==> src/core/watchdog_pkg.sv <==
// Purpose: Shared constants for the watchdog timer block
// Assumes: APB slave with 32-bit data, one word per register
// Notes:   Byte address is four times the register index

package watchdog_pkg;

   // Bus geometry
   localparam int          PADDR_W        = 12;
   localparam int          PDATA_W        = 32;

   // Register indices and byte addresses
   localparam logic [11:0] PMC_IDX        = 12'h05E;
   localparam logic [11:0] WDT_IDX        = 12'h060;
   localparam logic [11:0] RATE_IDX       = 12'h061;
   localparam logic [11:0] IRQ_IDX        = 12'h063;
   localparam logic [11:0] PMC_ADDR       = {PMC_IDX[9:0], 2'b00};
   localparam logic [11:0] WDT_ADDR       = {WDT_IDX[9:0], 2'b00};
   localparam logic [11:0] RATE_ADDR      = {RATE_IDX[9:0], 2'b00};
   localparam logic [11:0] IRQ_ADDR       = {IRQ_IDX[9:0], 2'b00};

   // Counter geometry and preload
   localparam int          CNT_W          = 12;
   localparam logic [11:0] CNT_RELOAD     = 12'hFFF;
   localparam logic [11:0] CNT_WRAP       = 12'h800;

   // Processor mode control layout
   localparam int          PMC_W          = 8;
   localparam logic [7:0]  PMC_RESET      = 8'h02;
   localparam int          SOFT_RESET_BIT = 3;

   // Rate select flag and interrupt request flag
   localparam logic        RATE_RESET     = 1'b0;
   localparam int          RATE_BIT       = 0;
   localparam int          IRQ_BIT        = 0;

   // Prescaler ratios
   localparam int          DIV_FAST       = 32;
   localparam int          DIV_SLOW       = 512;

endpackage

==> src/core/tick_if.sv <==
// Purpose: Carries prescaler ticks to the watchdog counter
// Assumes: Single clock domain
// Notes:   Ticks are one-cycle pulses

interface tick_if;
   logic tickFast;
   logic tickSlow;
   logic restart;

   modport src (output tickFast, output tickSlow, input restart);
   modport snk (input tickFast, input tickSlow, output restart);
endinterface

==> src/core/watchdog_timer.sv <==
// Purpose: Watchdog down-counter with APB register access
// Assumes: Inputs synchronous to core_clk; APB master keeps protocol
// Notes:   No wait state on any APB transfer
//
// Implementation choice: the APB interface to the registers.

// Operation
// - Counter is a twelve-bit binary down-counter.
// - Count tick comes from the clock divided by 32 or 512.
// - Rate flag 0 selects divide-by-512, 1 selects divide-by-32.
// - Rate flag clears on reset, slow tick in use afterwards.
// - Preload all ones on reset, stop instruction, write, top bit clear.
// - After preload, decrement by one per selected tick.
// - After 2048 ticks top bit clears; set request, reload ones.
// - Writing one to mode bit 3 issues an internal reset pulse.
// - Elevated evaluation level on reset stops the watchdog entirely; here it is not latched at reset, the live level holds the count at preload.
// - Bus hold, DMA or refresh blocks the tick; count holds.
// - Rate flag at index 61h, only bit 0 defined, resets zero.
module watchdog_timer (
   // Clock and reset
   input  wire logic                                core_clk,
   input  wire logic                                nrst,
   // APB slave
   input  wire logic                                psel,
   input  wire logic                                penable,
   input  wire logic                                pwrite,
   input  wire logic [watchdog_pkg::PADDR_W-1:0]    paddr,
   input  wire logic [watchdog_pkg::PDATA_W-1:0]    pwdata,
   input  wire logic [3:0]                          pstrb,
   output logic      [watchdog_pkg::PDATA_W-1:0]    prdata,
   output logic                                     pready,
   output logic                                     pslverr,
   // Processor events
   input  wire logic                                clockStopInstr,
   input  wire logic                                busHold,
   input  wire logic                                dmaActive,
   input  wire logic                                refreshActive,
   input  wire logic                                evalHighVoltage,
   // Watchdog outputs
   output logic                                     wdtIrqReq,
   output logic                                     softResetPulse
);
   import watchdog_pkg::*;

   tick_if ticks ();

   wdt_prescaler #(
      .DIV_FAST (DIV_FAST),
      .DIV_SLOW (DIV_SLOW)
   ) u_prescaler (
      .core_clk (core_clk),
      .nrst     (nrst),
      .ticks    (ticks)
   );

   logic [CNT_W-1:0]   cnt_reg;
   logic [CNT_W-1:0]   cnt_next;
   logic               rateSel_reg;
   logic [PMC_W-1:0]   pmc_reg;
   logic               irqFlag_reg;
   logic               softReset_reg;
   logic [PDATA_W-1:0] prdata_reg;
   logic               pready_reg;
   logic               pslverr_reg;
   logic               setupPhase;
   logic               accessDone;
   logic               wrDone;
   logic               addrHit;
   logic               cntWrite;
   logic               freeze;
   logic               selTick;
   logic               countEn;
   logic               wrap;
   logic               reloadNow;
   logic               irqClear;

   // APB phase decoding
   assign setupPhase = psel && !penable;
   assign accessDone = psel && penable && pready_reg;
   assign wrDone     = accessDone && pwrite && !pslverr_reg;
   assign addrHit    = (paddr == PMC_ADDR) || (paddr == WDT_ADDR) ||
                       (paddr == RATE_ADDR) || (paddr == IRQ_ADDR);

   assign cntWrite   = wrDone && (paddr == WDT_ADDR);

   assign irqClear   = wrDone && (paddr == IRQ_ADDR) && pstrb[0] &&
                       pwdata[IRQ_BIT];

   assign freeze     = busHold || dmaActive || refreshActive;

   assign selTick    = rateSel_reg ? ticks.tickFast : ticks.tickSlow;

   assign countEn    = selTick && !freeze;
   assign wrap       = countEn && (cnt_reg == CNT_WRAP);
   assign reloadNow  = evalHighVoltage || clockStopInstr || cntWrite;

   // Restart the prescaler on stop so the next period is whole
   assign ticks.restart = clockStopInstr;

   always_comb begin
      cnt_next = cnt_reg;
      if (reloadNow) begin
         cnt_next = CNT_RELOAD;
      end else if (wrap) begin
         cnt_next = CNT_RELOAD;
      end else if (countEn) begin
         cnt_next = cnt_reg - 1'b1;
      end
   end

   always_ff @(posedge core_clk or negedge nrst) begin
      if (!nrst) begin
         cnt_reg <= CNT_RELOAD;
      end else begin
         cnt_reg <= cnt_next;
      end
   end

   // request flag, set wins over clear
   always_ff @(posedge core_clk or negedge nrst) begin
      if (!nrst) begin
         irqFlag_reg <= 1'b0;
      end else if (wrap && !reloadNow) begin
         irqFlag_reg <= 1'b1;
      end else if (irqClear) begin
         irqFlag_reg <= 1'b0;
      end
   end

   always_ff @(posedge core_clk or negedge nrst) begin
      if (!nrst) begin
         rateSel_reg <= RATE_RESET;
      end else if (wrDone && (paddr == RATE_ADDR) && pstrb[0]) begin
         rateSel_reg <= pwdata[RATE_BIT];
      end
   end

   // Mode register keeps the reset bit clear; it only fires the pulse
   always_ff @(posedge core_clk or negedge nrst) begin
      if (!nrst) begin
         pmc_reg <= PMC_RESET;
      end else if (wrDone && (paddr == PMC_ADDR) && pstrb[0]) begin
         pmc_reg <= pwdata[PMC_W-1:0] & ~(8'h01 << SOFT_RESET_BIT);
      end
   end

   always_ff @(posedge core_clk or negedge nrst) begin
      if (!nrst) begin
         softReset_reg <= 1'b0;
      end else begin
         softReset_reg <= wrDone && (paddr == PMC_ADDR) && pstrb[0] &&
                          pwdata[SOFT_RESET_BIT];
      end
   end

   // APB answer: registered in setup, presented in access
   always_ff @(posedge core_clk or negedge nrst) begin
      if (!nrst) begin
         pready_reg  <= 1'b0;
         pslverr_reg <= 1'b0;
      end else begin
         pready_reg  <= setupPhase;
         pslverr_reg <= setupPhase && !addrHit;
      end
   end

   always_ff @(posedge core_clk or negedge nrst) begin
      if (!nrst) begin
         prdata_reg <= '0;
      end else if (setupPhase) begin
         prdata_reg <= '0;
         if (!pwrite) begin
            case (paddr)
               PMC_ADDR:  prdata_reg <= {24'h000000, pmc_reg};
               WDT_ADDR:  prdata_reg <= {20'h00000, cnt_reg};
               RATE_ADDR: prdata_reg <= {31'h00000000, rateSel_reg};
               IRQ_ADDR:  prdata_reg <= {31'h00000000, irqFlag_reg};
               default:   prdata_reg <= '0;
            endcase
         end
      end
   end

   assign prdata         = prdata_reg;
   assign pready         = pready_reg;
   assign pslverr        = pslverr_reg;
   assign wdtIrqReq      = irqFlag_reg;
   assign softResetPulse = softReset_reg;
endmodule

==> src/core/wdt_prescaler.sv <==
// Purpose: Divides the system clock into fast and slow watchdog ticks
// Assumes: Both ratios are powers of two, fast below slow
// Notes:   Restart realigns both ticks to a full period

module wdt_prescaler #(
   parameter int DIV_FAST = watchdog_pkg::DIV_FAST,
   parameter int DIV_SLOW = watchdog_pkg::DIV_SLOW
) (
   // Clock and reset
   input  wire logic core_clk,
   input  wire logic nrst,
   // Tick outputs
   tick_if.src       ticks
);
   import watchdog_pkg::*;

   localparam int PW = $clog2(DIV_SLOW);
   localparam int FW = $clog2(DIV_FAST);

   if ((DIV_FAST < 2) || (DIV_SLOW <= DIV_FAST) ||
       ((1 << FW) != DIV_FAST) || ((1 << PW) != DIV_SLOW)) begin : g_chk
      $error("wdt_prescaler: ratios must be powers of two, fast < slow");
   end

   logic [PW-1:0] div_reg;
   logic          tickFast_reg;
   logic          tickSlow_reg;

   always_ff @(posedge core_clk or negedge nrst) begin
      if (!nrst) begin
         div_reg <= '0;
      end else if (ticks.restart) begin
         div_reg <= '0;
      end else begin
         div_reg <= div_reg + 1'b1;
      end
   end

   always_ff @(posedge core_clk or negedge nrst) begin
      if (!nrst) begin
         tickFast_reg <= 1'b0;
         tickSlow_reg <= 1'b0;
      end else begin
         tickFast_reg <= (div_reg[FW-1:0] == '1) && !ticks.restart;
         tickSlow_reg <= (div_reg == '1) && !ticks.restart;
      end
   end

   assign ticks.tickFast = tickFast_reg;
   assign ticks.tickSlow = tickSlow_reg;

endmodule

==> config.mk <==
export PLATFORM = sky130hd
export DESIGN_NAME = watchdog_timer
export DESIGN_NICKNAME = d
export VERILOG_FILES = /design/src/core/watchdog_pkg.sv /design/src/core/tick_if.sv /design/src/core/watchdog_timer.sv /design/src/core/wdt_prescaler.sv
export SDC_FILE = /design/constraint.sdc
export NUM_CORES = 1
export LEC_CHECK = 0
export BUFFER_PORTS_ARGS = -buffer_cell sky130_fd_sc_hd__buf_2
export CAP_MARGIN = 5
export CORE_ASPECT_RATIO = 0.8
export CORE_MARGIN = 2
export CORE_UTILIZATION = 39
export CTS_BUF_LIST = sky130_fd_sc_hd__clkbuf_16
export DETAILED_ROUTE_END_ITERATION = 7
export GPL_ROUTABILITY_DRIVEN = 0
export MAX_ROUTING_LAYER = met4
export PLACE_DENSITY = 0.74
export RECOVER_POWER = 100
export SLEW_MARGIN = 20
export SYNTH_ARGS = -nofsm -noshare
export SYNTH_HDL_FRONTEND = slang
export SYNTH_SLANG_ARGS = --single-unit
==> constraint.sdc <==
create_clock -name core_clk -period 3.45 [get_ports core_clk]
set_input_delay 0.1725 -clock core_clk [delete_from_list [all_inputs] [get_ports core_clk]]
set_output_delay 0.1725 -clock core_clk [all_outputs]
set_load 0.01 [all_outputs]
Word-level counts from Yosys, hierarchy flattened. Cells that the tools add are included.

Bits in latches: 0. Bits in read-only memories: 0. Bits in writable memories: 0. Bits in registers: 67. Input bits: 58. Memories kept: 0.

Equality and inequality tests: 7. Multiplexer cells: 9. Add/sub/neg operators: 2. Reduce and logical (&&, ||, !) cells: 35. Order comparisons: 0. Div/mod/pow operators: 0. Bitwise logic cells: 0. $mul: 0. Shift-type cells: 0.

Operators with widths (count): equality test 12 x 9 -> 1 bit, second input constant (4); two-way mux 12 bit (4); one-hot mux 12 bit (4 select lines) (1); logical AND 1 bit (20); equality test 12 bit, second input constant (1); subtractor 12 x 1 -> 12 bit, second input constant (1); adder 9 x 1 -> 9 bit, second input constant (1); equality test 9 bit, second input constant (1); two-way mux 9 bit (1); logical OR 1 bit (7); zero test 1 bit (6); equality test 5 bit, second input constant (1); two-way mux 1 bit (3); nonzero test 3 bit (1); nonzero test 2 bit (1).

Logic depth before layout (Yosys ltp).
Depth in word-level cells: 9. Gate-level depth with buffers: 8.

By module. A second synthesis with hierarchy kept.

Cells, all modules: 229. Area, all modules: 2412.3 um^2.

By module, submodules not included: watchdog_timer (instances 1, area an instance 1941.9 um^2, cells each 187); wdt_prescaler (instances 1, area an instance 470.5 um^2, cells each 42).

Worst setup path after synthesis. OpenSTA, ideal clock, no wires.

Kind: flip-flop to flip-flop. Start point: register cnt_reg[0]. End point: register cnt_reg[8]. Data arrival time: 1.754 ns. Path slack: 1.611 ns. Library setup time: 0.085 ns. Path buffers: 1. Stages on the path, launching flop included: 9. Data required time: 3.365 ns. Period minus slack after synthesis: 1.839 ns. Cells stage by stage: dfstp_2 -> inv_1 -> ha_1 -> nor4b_1 -> nand4_1 -> o2111ai_2 -> buf_4 -> nor4_1 -> nor3_1.

Cells in the longest elaborated chain, start to end: 4.

Ends and longest elaborated chain: from (decl) (RTL line watchdog_timer.sv:56) `logic [CNT_W-1:0] cnt_reg;`; from (signal assigned) (RTL line watchdog_timer.sv:115) `cnt_reg <= cnt_next;`; subtractor 12 x 1 -> 12 bit or equality test 12 bit (tied branches) (RTL line watchdog_timer.sv:107, watchdog_timer.sv:94); two-way mux 12 bit or logical AND 1 bit (tied branches) (RTL line watchdog_timer.sv:106, watchdog_timer.sv:94); two-way mux 12 bit (RTL line watchdog_timer.sv:104) `end else if (wrap) begin`; two-way mux 12 bit (RTL line watchdog_timer.sv:102) `if (reloadNow) begin`.

Several ways; a longest one is shown, not always the timed one. The select of a mux whose other input is x is not followed. A chain may end at the register's enable or synchronous reset.

Worst setup path in the final report.
Start point: register rateSel_reg. End point: register cnt_reg[11].

Cells in the longest elaborated chain, start to end: 5.

Ends and longest elaborated chain: from (decl) (RTL line watchdog_timer.sv:58) `logic rateSel_reg;`; from (signal assigned) (RTL line watchdog_timer.sv:134) `rateSel_reg <= pwdata[RATE_BIT];`; two-way mux 1 bit (*) (RTL line watchdog_timer.sv:91) `assign selTick = rateSel_reg ? ticks.tickFast : ticks.tickSlow;`; logical AND 1 bit (*) (RTL line watchdog_timer.sv:93) `assign countEn = selTick && !freeze;`; logical AND 1 bit (RTL line watchdog_timer.sv:94) `assign wrap = countEn && (cnt_reg == CNT_WRAP);`; two-way mux 12 bit (RTL line watchdog_timer.sv:104); two-way mux 12 bit (RTL line watchdog_timer.sv:102).

Mark *: on every way between the ends. The rest lies on a longest branch, timed or not.

==> results.md <==
- The total detailed-routing wirelength is about 4700 µm.
- After layout, the worst setup slack is roughly 0.83 ns.
- The library cell occupying the most area in the post-synthesis netlist is dfrtp_1.
- The quantity of hold-fixing buffers added after cts is 1.
- For this block, the initial DRC count from the detailed router was 91.
- The time the worst path needs with I/O delays and setup is 2.62 ns.
- The via count is ~1,800.
- The global route total overflow is 0.
- The setup TNS after final layout is 0 ns.
- The critical path contains buffers and inverters numbering 0 combined.
- The share of synthesized area in the top cell type comes to 0.346.
- The proportion of layout cells with a drive suffix above 1 is 0.215.
- The worst pin sits at a relative slew slack of -0.102.
- Setup repair after global routing left no endpoint under its margin.
- The sequential cells in the finished layout cover a total of about 1200 µm².
- The static leakage is approximately 0.0012 µW.
- The die covers just under 7000 µm².
- The detail route stage leaves a number of antenna-violating nets equal to 0.
- The count of antenna diodes in the layout is 0.
- Entering global routing, the biggest net connects 30 pins.
- The number of detailed-routing iterations run before antenna repair is 4.
- Using the TritonRoute via totals, the vias-per-cell ratio works out to a little under 5.
- The critical-path maximum fanout is 15.
- CTS placed an instance of clkbuf_16 at the clock tree root.
- At the pin with the least slew margin, the transition time is ~1.6 ns.
- The kind of cell with the highest combined delay on the critical path is compound AO/OA/AOI/OAI gates.
- Yosys mapped a number of flops with a built-in enable equal to 0.
- The number of buffers between clock root and the deepest sink is 2.
- TritonCTS built the clock tree.
- Walking the worst path, the cells encountered are mux2i_1 > nor4_1 > o2111ai_1 > a211o_1 > o221a_2.
- The source of the worst hold timing path is pwdata[3].
- The layout net count is between 300 and 400.
- Fill cells in the final layout number 576.
- The kind of critical path is reg2reg.
- The async set-or-reset flop fraction in the synthesized netlist is 1.00.
- The placed instance count is ~360.
- The source of the critical timing path is rateSel_reg.
- The clock-pin slew on the worst setup and hold paths is approximately 0.07 ns.
- In the post-synthesis netlist, the cell with the most instances is dfrtp_1.
- The final cell count without fillers is 370.
- Measured along the x axis, the die boundary spans between 90 and 100 µm.
- The CTS H-tree depth is 2.
- The number of distinct library cells after synthesis is 50.
- The later-pin clock latency in the skew report is around 0.28 ns.
- The tool flagged a number of max-cap violations equal to 2.
- Setup violations remaining at the end of the flow were counted as 0.
- Summed over all nets, the half-perimeter wirelength after detailed placement is roughly 3600 µm.
- The largest stage delay on the critical path is ~0.7 ns.
- Counting instances in the post-synthesis netlist gives the leading cell types as dfrtp_1 (34), nand2_1 (29), buf_4 (21), nor2_1 (18), dfstp_2 (13).
- The count of endpoints failing hold in the final timing report is 0.
- The checks that failed: max-capacitance violations, max-slew violations.
- STA classifies the critical path endpoint as a register.
- The number of global-route vias before repair is 1,622.
- Based on the critical path, the design can be clocked at up to 0.382 GHz.
- The total global-route track usage is 0.148.
- For this run, design rule violations remaining after detail routing come to 0.
- The critical path startpoint category is a register.
- The arrival time of data at the critical path endpoint is between 2 and 3 ns.
- The average wire length per cell after detail routing is between 10 and 15 µm.
- For the final database, setup skew stands at ~0.0053 ns.
- The launching point of the worst reg2reg path is rateSel_reg.
- The share of synthesized area occupied by flip-flops and latches is 0.485.
- The first global-routing pass estimated 7770 µm of wire.
- The class of the most critical hold timing path is in2reg.
- The I/O pin count is 94.
- The row count is 25.
- The number of resized instances in the post-cts repair step is 0.
- The cell area that synthesis handed to floorplanning was between 2000 and 2500 µm².
- The flow ran to the end, but the final reports show violations.
- The die height is 75 µm.
- Buffers placed on the I/O ports in this run total 46.
- The worst-case vdd ir drop is ~220 µV.
- Synthesis produced a netlist whose cell count is ~240.
- Synthesis inferred 47 register bits.
- The number of setup buffers added after CTS is 0.
- The standard cell with the maximum stage delay on the critical path is o2111ai_1.
- The number of warnings printed during yosys synthesis is 0.
- The clock net sink count is 47.
- Yosys attributes the largest share of cell area to dfrtp_1 (35%), dfstp_2 (14%), buf_4 (6.4%), nand2_1 (4.4%), mux2_2 (3.7%).
- The number of max-slew violations in the final report is 40.
- After floorplanning, the core was sized to cover between 6000 and 7000 µm².
- The number of antenna violations at the first check in global routing came to 0.
- The average cell area after synthesis is just over 10 µm².
- Compared with the post-synthesis result, the final layout area differs by 14.9%.
- The worst path required time is approximately 3.7 ns.
- The period utilization is 0.758.
- Dividing total power by cell area gives a power density of 419 nW/µm².
- In the final layout, the multi-input gates occupy ~1100 µm².
- Once layout is complete, the utilization of the core stands at 0.470.
- Buffers inserted during clock tree synthesis total 5.
- The post-placement setup slack is 1.31 ns.
- The prevailing post-synth register cell is dfrtp_1.
- The initial utilization of the core area, before any placement, comes to 0.409.
-- metrics by stage --
step | power (µW) | hold WS, ns | instance area [µm²]
after global placement | 640 | 0.233 | 2700
after global routing | 1220 | 0.110 | 2820
after detailed placement | 642 | 0.240 | 2700
after floorplan | 618 | -0.123 | 2530
final | 1180 | 0.0889 | 2820
after CTS | 1200 | 0.0838 | 2880
-- worst reg2reg max path: cells and delay by family (launching register included) --
kind            cells  cell delay [ns]
compound gates      3             1.30
mux                 1             0.14
simple gates        1             0.70
flops               1             0.41
-- power by group --
| part | internal, µW | switching [µW] | total (µW) |
|---|---|---|---|
| registers | 557 | 4.61 | 562 |
| logic | 22.2 | 45.4 | 67.6 |
| clock network | 345 | 207 | 552 |
-- cell type report --
type | instances | area share
Sequential cell | 47 | 0.422
Multi-Input combinational cell | 179 | 0.393
Timing Repair Buffer | 48 | 0.0780
Clock buffer | 5 | 0.0443
Tap cell | 81 | 0.0359
Clock inverter | 3 | 0.0168
Inverter | 7 | 0.00931
-- logic make-up after synthesis --
family | after synthesis | share of synthesized area
flip-flops | 47 | 0.485
other | 1 | 0.00153
buffers and inverters | 32 | 0.0810
AND/OR/NAND/NOR | 97 | 0.228
AO/OA/AOI/OAI | 40 | 0.110
XOR/XNOR | 7 | 0.0249
multiplexers | 11 | 0.0489
adder cells (fa/ha/maj) | 4 | 0.0204
-- path summary, 6_finish.rpt --
kind	endpoint	slack (ns)	cells after the start
worst max-delay path	cnt_reg[11]	0.83	5
worst min-delay path	softResetPulse	0.09	3
worst max register to register	cnt_reg[11]	0.83	5
worst min register to register	prdata[8]	0.49	2
max in group asynchronous	softResetPulse	1.11	3
min in group asynchronous	rateSel_reg	0.80	2
-- metal layers --
| layer | vias to the layer above | wire length [µm] | share of wire | GRT usage |
|---|---|---|---|---|
| met3 | 2 | 223 | 0.047 | 0.0330 |
| met4 | 0 | 19 | 0.0040 | 0.0343 |
| li1 | 911 | - | - | - |
| met5 | - | 0 | 0 | - |
| met1 | 855 | 2370 | 0.50 | 0.198 |
| met2 | 48 | 2130 | 0.45 | 0.235 |
-- placed cells by master (no fill, tap or decap), types with 3 or more instances in the layout --
| cell type | netlist | routed |
|---|---|---|
| conb_1 | 1 | 20 |
| o22a_1 | 3 | 3 |
| dfstp_2 | 13 | 13 |
| ha_1 | 4 | 4 |
| a22oi_1 | 6 | 6 |
| inv_1 | 7 | 7 |
| clkbuf_1 | 4 | 20 |
| dfrtp_1 | 34 | 34 |
| o21ai_0 | 9 | 16 |
| nand4_1 | 6 | 6 |
| nand3_1 | 6 | 6 |
| nor2b_1 | 7 | 7 |
| nor4b_1 | 3 | 3 |
| clkbuf_16 | 0 | 5 |
| xor2_1 | 5 | 5 |
| nor2_1 | 18 | 18 |
| o21a_1 | 3 | 3 |
| mux2i_1 | 3 | 3 |
| nand2_1 | 29 | 29 |
| mux2_2 | 8 | 8 |
| nor4_1 | 2 | 4 |
| nor3_1 | 7 | 7 |
| buf_2 | 0 | 27 |
(Power assumes the default switching activity.)
